<file path="src/pkg/adc_map_pkg.sv">
`default_nettype none
package adc_map_pkg;
    localparam int WIDX_W = 8;
    localparam int N_TAB = 40;
    localparam int RES_W = 10;
    localparam logic [7:0] MCR_IDX = 8'h00;
    localparam logic [7:0] TEST_IDX = 8'h01;
    localparam logic [7:0] INT_IDX = 8'h02;
    localparam logic [7:0] PORT_IDX = 8'h03;
    localparam logic [7:0] DIR_IDX = 8'h04;
    localparam logic [7:0] CR0_IDX = 8'h05;
    localparam logic [7:0] CR1_IDX = 8'h06;
    localparam logic [7:0] CR2_IDX = 8'h07;
    localparam logic [7:0] STAT_IDX = 8'h08;
    localparam logic [7:0] CCW_BASE = 8'h40;
    localparam logic [7:0] RES_R_BASE = 8'h80;
    localparam logic [7:0] RES_LS_BASE = 8'ha8;
    localparam logic [7:0] RES_LU_BASE = 8'hd0;
    localparam int MCR_SUPV_BIT = 7;
    localparam int CR0_MUX_BIT = 15;
    localparam int CR_ETRIG_BIT = 8;
    localparam int TRIG1_PIN = 3;
    localparam int TRIG2_PIN = 4;
    localparam logic [15:0] MCR_RST = 16'h0080;
    localparam logic [15:0] REG_RST = 16'h0000;
    localparam logic [15:0] USER_DENY = 16'hffff;
    typedef struct packed {
        logic [1:0] q1_state;
        logic [1:0] q2_state;
        logic [5:0] chan;
    } conv_stat_s;
    typedef struct packed {
        logic en;
        logic [5:0] idx;
        logic [9:0] data;
    } res_wr_s;
endpackage : adc_map_pkg
`default_nettype wire

</file>
<file path="src/logic/adc_map_port_pin_logic.sv">
// Operation
// - Decode the window: nine register words, 40 command words, 120 result words.
// - Global registers are always supervisor-only.
// - Other registers and tables may be assigned to user space.
// - Unused channel pins serve as digital port bits via port data.
// - Port A bits follow their direction bits for read and drive, except trigger pins and mux address pins.
// - Port A only pulls low; it releases the pin otherwise.
// - Port B is input only, read through port data.
// - Port A input reads return a synchronized pin sample.
// - Command table: 40 words, ten implemented bits.
// - Results readable right, left signed and left unsigned.
// - Separate queue controls; status shows queues and current conversion.
// - Triggers share port A bits 3 and 4, one per queue.
// - Trigger mode forces its pin to input, ignoring direction.
// - Non-multiplexed mode routes all 16 pins to the converter.
// - Multiplexed mode drives a 3-bit external mux address.
// - Mux address pins are outputs in mux mode, else general I/O.
// - Four port B inputs carry the even/odd low/high channel groups.
// - Channel numbering covers up to 41 channels with external muxing.
// - Output bits read back the latch, not the pin.
`default_nettype none
module adc_map_port_pin_logic
    import adc_map_pkg::*;
#(
    parameter int NTAB = N_TAB
) (
    input wire logic core_clk, // System clock
    input wire logic rst_n, // Async reset
    input wire logic psel, // APB select
    input wire logic penable, // APB enable
    input wire logic pwrite, // APB write
    input wire logic [31:0] paddr, // APB address
    input wire logic [31:0] pwdata, // APB write data
    input wire logic [2:0] pprot, // APB protection
    output logic [31:0] prdata, // APB read data
    output logic pready, // APB ready
    output logic pslverr, // APB error
    input wire logic [7:0] port_a_in, // Port A pin level
    output logic [7:0] port_a_out, // Port A drive value
    output logic [7:0] port_a_oe, // Port A pull-low enable
    input wire logic [7:0] port_b_in, // Port B pin level
    input wire conv_stat_s conv_stat, // Sequencer state
    input wire res_wr_s res_wr, // Result write
    input wire logic [5:0] ccw_rd_idx, // Command read index
    output logic [9:0] ccw_rd_data, // Command word
    output logic [1:0] external_trigger_inputs, // Synced triggers
    output logic [2:0] ext_mux_select_outputs, // Mux address
    output logic [3:0] conv_pin, // Analog pin select
    output logic ext_mux_mode // Mux mode active
);
    function automatic logic [15:0] fmt_res(input logic [9:0] r, input logic [1:0] f);
        logic [15:0] v;
        v = {6'h00, r};
        if (f == 2'h1) begin
            v = {~r[9], r[8:0], 6'h00};
        end else if (f == 2'h2) begin
            v = {r, 6'h00};
        end
        return v;
    endfunction : fmt_res

    function automatic logic in_tab(input logic [7:0] i, input logic [7:0] b);
        return (i >= b) && (i < b + 8'(NTAB));
    endfunction : in_tab

    logic rs1_q, rst_s_n;
    logic [7:0] pa1_q, pa_q, pb1_q, pb_q;
    logic [15:0] mcr_q, test_q, int_q, cr0_q, cr1_q, cr2_q;
    logic [7:0] pa_lat_q, dir_q;
    logic [9:0] ccw_mem [NTAB];
    logic [9:0] res_mem [NTAB];
    logic [31:0] prdata_q;
    logic pready_q;
    logic [7:0] oe_q;
    logic [2:0] ma_q;
    logic [3:0] pin_q;
    logic [1:0] trig_q;
    logic mux_q;

    always_ff @(posedge core_clk or negedge rst_n) begin
        if (!rst_n) begin
            rs1_q <= 1'b0;
            rst_s_n <= 1'b0;
        end else begin
            rs1_q <= 1'b1;
            rst_s_n <= rs1_q;
        end
    end

    always_ff @(posedge core_clk or negedge rst_s_n) begin
        if (!rst_s_n) begin
            pa1_q <= 8'h00;
            pa_q <= 8'h00;
            pb1_q <= 8'h00;
            pb_q <= 8'h00;
        end else begin
            pa1_q <= port_a_in;
            pa_q <= pa1_q;
            pb1_q <= port_b_in;
            pb_q <= pb1_q;
        end
    end

    wire in_win = paddr[31:10] == 22'h000000;
    wire [7:0] widx = paddr[9:2];
    wire priv = pprot[0];
    wire acc = psel && penable && !pready_q;
    wire hit_glb = in_win && (widx <= INT_IDX);
    wire hit_reg = in_win && (widx > INT_IDX) && (widx <= STAT_IDX);
    wire hit_ccw = in_win && in_tab(widx, CCW_BASE);
    wire hit_rr = in_win && in_tab(widx, RES_R_BASE);
    wire hit_rs = in_win && in_tab(widx, RES_LS_BASE);
    wire hit_ru = in_win && in_tab(widx, RES_LU_BASE);
    wire hit_res = hit_rr || hit_rs || hit_ru;
    wire hit_asg = hit_reg || hit_ccw || hit_res;
    wire glb_ok = hit_glb && priv;
    wire asg_ok = hit_asg && (priv || !mcr_q[MCR_SUPV_BIT]);
    // Writes land at the edge that completes the transfer
    wire wr_ok = psel && penable && pready_q && pwrite && (glb_ok || asg_ok);
    wire [7:0] ccw_off = widx - CCW_BASE;
    wire [7:0] res_base = hit_rr ? RES_R_BASE : (hit_rs ? RES_LS_BASE : RES_LU_BASE);
    wire [7:0] res_off = widx - res_base;
    wire [1:0] res_fmt = hit_rr ? 2'h0 : (hit_rs ? 2'h1 : 2'h2);

    wire q1_ext = cr1_q[CR_ETRIG_BIT];
    wire q2_ext = cr2_q[CR_ETRIG_BIT];
    wire mux_on = cr0_q[CR0_MUX_BIT];
    wire [5:0] chan = conv_stat.chan;
    wire [7:0] trig_mask = (8'(q1_ext) << TRIG1_PIN) | (8'(q2_ext) << TRIG2_PIN);
    wire [7:0] mux_mask = mux_on ? 8'h07 : 8'h00;
    wire [7:0] dir_eff = (dir_q & ~trig_mask) | mux_mask;
    wire [2:0] ma_d = chan[3:1];
    wire [7:0] drive_val = mux_on ? {pa_lat_q[7:3], ma_d} : pa_lat_q;
    // Latch for outputs, pin for inputs
    wire [7:0] pa_rd = (pa_lat_q & dir_eff) | (pa_q & ~dir_eff);
    wire [3:0] pin_mux = {2'h0, chan[4], chan[0]};
    wire [3:0] pin_d = mux_on && (chan < 6'd32) ? pin_mux : chan[3:0];

    logic [15:0] reg_rd;
    always_comb begin
        reg_rd = 16'h0000;
        unique case (widx)
            MCR_IDX: reg_rd = mcr_q;
            TEST_IDX: reg_rd = test_q;
            INT_IDX: reg_rd = int_q;
            PORT_IDX: reg_rd = {pa_rd, pb_q};
            DIR_IDX: reg_rd = {8'h00, dir_q};
            CR0_IDX: reg_rd = cr0_q;
            CR1_IDX: reg_rd = cr1_q;
            CR2_IDX: reg_rd = cr2_q;
            STAT_IDX: reg_rd = {6'h00, conv_stat};
            default: reg_rd = 16'h0000;
        endcase
    end

    logic [15:0] rd16;
    always_comb begin
        rd16 = 16'h0000;
        if (hit_asg && !asg_ok) begin
            rd16 = USER_DENY;
        end else if (glb_ok || hit_reg) begin
            rd16 = reg_rd;
        end else if (hit_ccw) begin
            rd16 = {6'h00, ccw_mem[ccw_off[5:0]]};
        end else if (hit_res) begin
            rd16 = fmt_res(res_mem[res_off[5:0]], res_fmt);
        end
    end

    always_ff @(posedge core_clk or negedge rst_s_n) begin
        if (!rst_s_n) begin
            pready_q <= 1'b0;
            prdata_q <= 32'h00000000;
        end else begin
            pready_q <= acc;
            if (acc && !pwrite) begin
                prdata_q <= {16'h0000, rd16};
            end
        end
    end

    always_ff @(posedge core_clk or negedge rst_s_n) begin
        if (!rst_s_n) begin
            mcr_q <= MCR_RST;
            test_q <= REG_RST;
            int_q <= REG_RST;
            cr0_q <= REG_RST;
            cr1_q <= REG_RST;
            cr2_q <= REG_RST;
            pa_lat_q <= 8'h00;
            dir_q <= 8'h00;
        end else if (wr_ok) begin
            if (widx == MCR_IDX) mcr_q <= pwdata[15:0];
            if (widx == TEST_IDX) test_q <= pwdata[15:0];
            if (widx == INT_IDX) int_q <= pwdata[15:0];
            if (widx == PORT_IDX) pa_lat_q <= pwdata[15:8];
            if (widx == DIR_IDX) dir_q <= pwdata[7:0];
            if (widx == CR0_IDX) cr0_q <= pwdata[15:0];
            if (widx == CR1_IDX) cr1_q <= pwdata[15:0];
            if (widx == CR2_IDX) cr2_q <= pwdata[15:0];
        end
    end

    always_ff @(posedge core_clk) begin
        if (wr_ok && hit_ccw) begin
            ccw_mem[ccw_off[5:0]] <= pwdata[9:0];
        end
        if (res_wr.en && (res_wr.idx < 6'(NTAB))) begin
            res_mem[res_wr.idx] <= res_wr.data;
        end
    end

    always_ff @(posedge core_clk or negedge rst_s_n) begin
        if (!rst_s_n) begin
            oe_q <= 8'h00;
            ma_q <= 3'h0;
            pin_q <= 4'h0;
            trig_q <= 2'h0;
            mux_q <= 1'b0;
            ccw_rd_data <= 10'h000;
        end else begin
            oe_q <= dir_eff & ~drive_val;
            ma_q <= ma_d;
            pin_q <= pin_d;
            trig_q <= {pa_q[TRIG2_PIN], pa_q[TRIG1_PIN]};
            mux_q <= mux_on;
            ccw_rd_data <= ccw_mem[ccw_rd_idx];
        end
    end

    assign prdata = prdata_q;
    assign pready = pready_q;
    assign pslverr = 1'b0;
    assign port_a_out = 8'h00;
    assign port_a_oe = oe_q;
    assign external_trigger_inputs = trig_q;
    assign ext_mux_select_outputs = ma_q;
    assign conv_pin = pin_q;
    assign ext_mux_mode = mux_q;
endmodule : adc_map_port_pin_logic
`default_nettype wire

</file>
<file path="config.mk">
export PLATFORM = sky130hd
export DESIGN_NAME = adc_map_port_pin_logic
export DESIGN_NICKNAME = d
export VERILOG_FILES = /design/src/pkg/adc_map_pkg.sv /design/src/logic/adc_map_port_pin_logic.sv
export SDC_FILE = /design/constraint.sdc
export NUM_CORES = 1
export LEC_CHECK = 0
export BUFFER_PORTS_ARGS = -buffer_cell sky130_fd_sc_hd__buf_4
export CAP_MARGIN = 20
export CELL_PAD_IN_SITES_DETAIL_PLACEMENT = 1
export CELL_PAD_IN_SITES_GLOBAL_PLACEMENT = 2
export CORE_ASPECT_RATIO = 0.7
export CORE_UTILIZATION = 30
export DETAILED_ROUTE_END_ITERATION = 12
export GPL_TIMING_DRIVEN = 0
export PLACE_DENSITY_LB_ADDON = 0.1
export SETUP_SLACK_MARGIN = 0.15
export SLEW_MARGIN = 20
export SYNTH_ARGS = -nofsm -noshare
export SYNTH_HDL_FRONTEND = slang
export SYNTH_SLANG_ARGS = --single-unit
</file>
<file path="constraint.sdc">
create_clock -name core_clk -period 7.16 [get_ports core_clk]
set_input_delay 1.074 -clock core_clk [delete_from_list [all_inputs] [get_ports core_clk]]
set_output_delay 1.074 -clock core_clk [all_outputs]
set_load 0.03 [all_outputs]
</file>
==> key figures <==
Clocking
  – Number of CTS-inserted buffers: 106
  – Post-cts sizing count: 0
  – Setup bufs post-CTS: 0
  – Hold Buf Count CTS: 0
  – TritonCTS clock tree: yes
  – H-tree Lvls: 3
  – Clock sink count: 991
  – Clk_lat worst skew: 750 ps
  – Root Driver: clkbuf_16
  – Reg clk slew, reported paths: 60 ps
  – Largest buffer count on any clock path: 3

Die
  – Core area: 140,400 um2
  – Cell Rows: 115
  – # IOs: 191
  – Die span in x: 451.6 um
  – Die area: 143,000 um2
  – Initial Util: 30.22%
  – Die height: 316.7 um

Setup path
  – Critical path class: in2reg
  – Family with the most delay on the worst path: buffers and inverters
  – CP max-delay cell: buf_1
  – CP Buf/Inv Count: 5
  – Top cell by count, worst path: nor2_1
  – Crit path depth: 17
  – CP startpoint kind: primary input
  – Arr. time, crit path: 6550 ps
  – CP max FO: 10
  – CP endpoint kind: flip-flop
  – Required @ worst endpoint: 7720 ps
  – R2r worst-path depth: 6
  – Worst path cell trace: buf_4 > clkbuf_1 > or2_2 > nand2_1 > nor2_1 > a21oi_1 > nor2_1 > ha_1 > buf_2 > buf_2 > buf_1 > mux2i_1 > o22ai_1 > nor2_1 > mux2i_1 > nand2_1 > a31oi_1
  – Largest stage delay, worst path: 800 ps

Global routing
  – Vias in the first global route: 25,246
  – Global Route Usage Sum: 21.42%
  – Met1 Track Usage GR: 31.71%
  – Global-route met3 utilization: 3.723%
  – Antenna violations before repair: 7
  – Largest net degree at the start of global routing: 55
  – Total gr overflow: 0
  – M2 GR Usage: 33.25%
  – GR peak layer: met2
  – First-pass GRT wire length: 210,400 um

Route
  – DRT iter0 DRCs: 2,145
  – ANT nets after route: 0
  – Routed WL: 152,300 um
  – Via count: 23,975
  – Wire per inst: 34.02 um
  – # DRC: 4
  – Drt first pass iters: 9
  – Vias per Instance: 5.354

Min path
  – Path type of the worst min-delay path: reg2async

Yosys
  – Syn_area_per_cell: 19.18 um2
  – Synth cell types: 70
  – Syn. warnings: 0
  – Ys flop type: edfxtp_1
  – Register bit count reported by yosys: 991
  – Post-Syn Area: 42,440 um2
  – Seq/Total Area, Yosys: 67.87%
  – Post-synthesis cell count: 2,213
  – EDFF count, synth: 800
  – Async set-reset flop share out of synthesis: 19.27%

Power and ir drop
  – Net Sw Frac: 24.39%
  – PwrDens: 258.1 nW/um2
  – Leak pwr: 17.11 nW
  – Logic pwr share: 8.0%
  – Seq pwr share: 48.9%
  – Max rail drop VDD: 172.3 uV
  – Clock share of power: 43.1%
  – P_sw: 3.148 mW
  – Int Power: 9.761 mW

Layout
  – Reg area: 28,810 um2
  – Final Non-Filler Cells: 4,478
  – Area delta synth->final: 17.84%
  – Footprint of the multi-input gates: 13,070 um2
  – Layout cell share with drive strength beyond 1: 37.17%
  – Fin nets: 2,638
  – Fillcell total: 13,975
  – Final instance area: 50,010 um2

STA
  – Final Hold Fails: 0
  – Setup Skew: 41.14 ps
  – Hold Slack: 109.6 ps
  – Max frequency: 0.1671 GHz
  – Setup Viol. Count Final: 0
  – Post-route minimum period: 5985 ps
  – Post-route clock period utilization: 83.58%
  – Rel. slew slack: 20.24%
  – Setup TNS Final: 0 ps
  – RSZ-0062 raised after global routing: false
  – Worst-Margin Slew: 1196 ps
  – Final Slew Violations: 0

Placement
  – Gpl congestion: 0.8092
  – Placed cell area: 46,570 um2
  – Inst Count DP: 4,277
  – Buffers on Ports: 140
  – DP HPWL: 105,300 um

Flow run
  – Max-capacitance violation count: 0

Run status
  – Failing checks: DRC
  – Outcome: finished, violations left
[Yosys cell counts (all sizes together) (3+ instances only)]
cell    instances  area (um2)
clkbuf         49       183.9
o221ai          3       26.28
and3            3       18.77
a31oi          13       81.33
or3b            3       26.28
a21oi          46       230.2
or3             6       37.54
inv             9       33.78
a221oi         12       105.1
nor4            7       81.33
nor2          139       521.8
a22o            3       26.28
or2             7       43.79
a222oi          7       70.07
o31ai           5       42.54
a211oi         15       112.6
buf           106       644.4
nand2b         13       81.33
nand4           5       31.28
a31o            3       26.28
nand3b          7       52.55
nand2          70       292.8
mux2          117        1355
a22oi          27       202.7
mux2i          90       900.9
edfxtp        800       24020
nor2b          26       162.7
o22ai          15       93.84
o21ai          13       65.06
nand3          16       80.08
nand4b          4       35.03
and2            3       21.27
dfrtp         190        4755
mux4          337        7590
o211ai          5       37.54
o32ai           5       43.79
nor3            8       45.04
[path summary, 6_finish.rpt]
check,from,end,slack (ps)
max,paddr[6],prdata[13],1180
min,rst_s_n,ext_mux_select_outputs[1],110
max reg2reg,mcr_q[7],ccw_mem[27][5],3990
min reg2reg,rst_s_n,ext_mux_select_outputs[1],110
max in group asynchronous,rst_s_n,external_trigger_inputs[0],5960
min in group core_clk,pa1_q[6],pa_q[6],350
[per-stage QoR]
step | total power, mW | setup WS, ps | utilization, %
floorplan | 6.941 | 1445 | -
global placement | 7.448 | -1113 | 32.70
detailed placement | 7.475 | 394.0 | 33.16
CTS | 13.05 | 1181 | 35.60
global route | 13.28 | 1097 | 35.61
finish | 12.91 | 1175 | 35.61
[cell families (layout without fill, tap and decap cells)]
| family | Yosys count | count (layout) | synth area share (%) |
|---|---|---|---|
| multiplexers | 544 | 544 | 23.20 |
| AO/OA/AOI/OAI | 187 | 187 | 3.042 |
| flip-flops | 991 | 991 | 67.87 |
| adder cells (fa/ha/maj) | 2 | 2 | 0.07665 |
| other | 2 | 28 | 0.01770 |
| buffers and inverters | 164 | 531 | 2.031 |
| AND/OR/NAND/NOR | 323 | 323 | 3.765 |
[final cells by class]
class,count,area share (%)
diodes,2,0.01001
flip-flops and latches,991,57.60
plain buffers,155,1.699
multi-input cells,1082,26.14
clock inverters,60,1.086
repair buffers,170,2.960
well taps,1872,4.683
inverters,9,0.06755
clock buffers,137,5.757
[flip-flops by register name, summed over array words and instances, names as in the netlist, 10 cells and up]
register     count
test_q          16
ccw_mem        400
prdata          16
cr2_q           16
int_q           16
mcr_q           16
cr0_q           16
cr1_q           16
ccw_rd_data     10
res_mem        400
[placed cells by master, fill, tap and decap left out, drive strengths merged, types with 27 or more instances in the layout]
master and instances:
dfrtp 190, a21oi 46, mux2i 90, nand2 70
a22oi 27, nor2 139, mux2 117, mux4 337
clkinv 44, edfxtp 800, clkbuf 187, buf 275
[per-layer routing]
metal  share of wire [%]  wire (um)
met4                 1.6       2493
met3                 5.3       8036
met1                  48      72460
met2                  46      69340
met5              0.0085         13
[power by group through the flow]
stage | sequential [mW] | clock [mW] | combinational (mW)
global route | 6.32 | 5.88 | 1.08
finish | 6.31 | 5.57 | 1.03
global placement | 6.46 | 0 | 0.993
CTS | 6.32 | 5.69 | 1.04
floorplan | 6.49 | 0 | 0.453
detailed placement | 6.44 | 0 | 1.04
No activity file was read; power rests on OpenSTA's default activity.
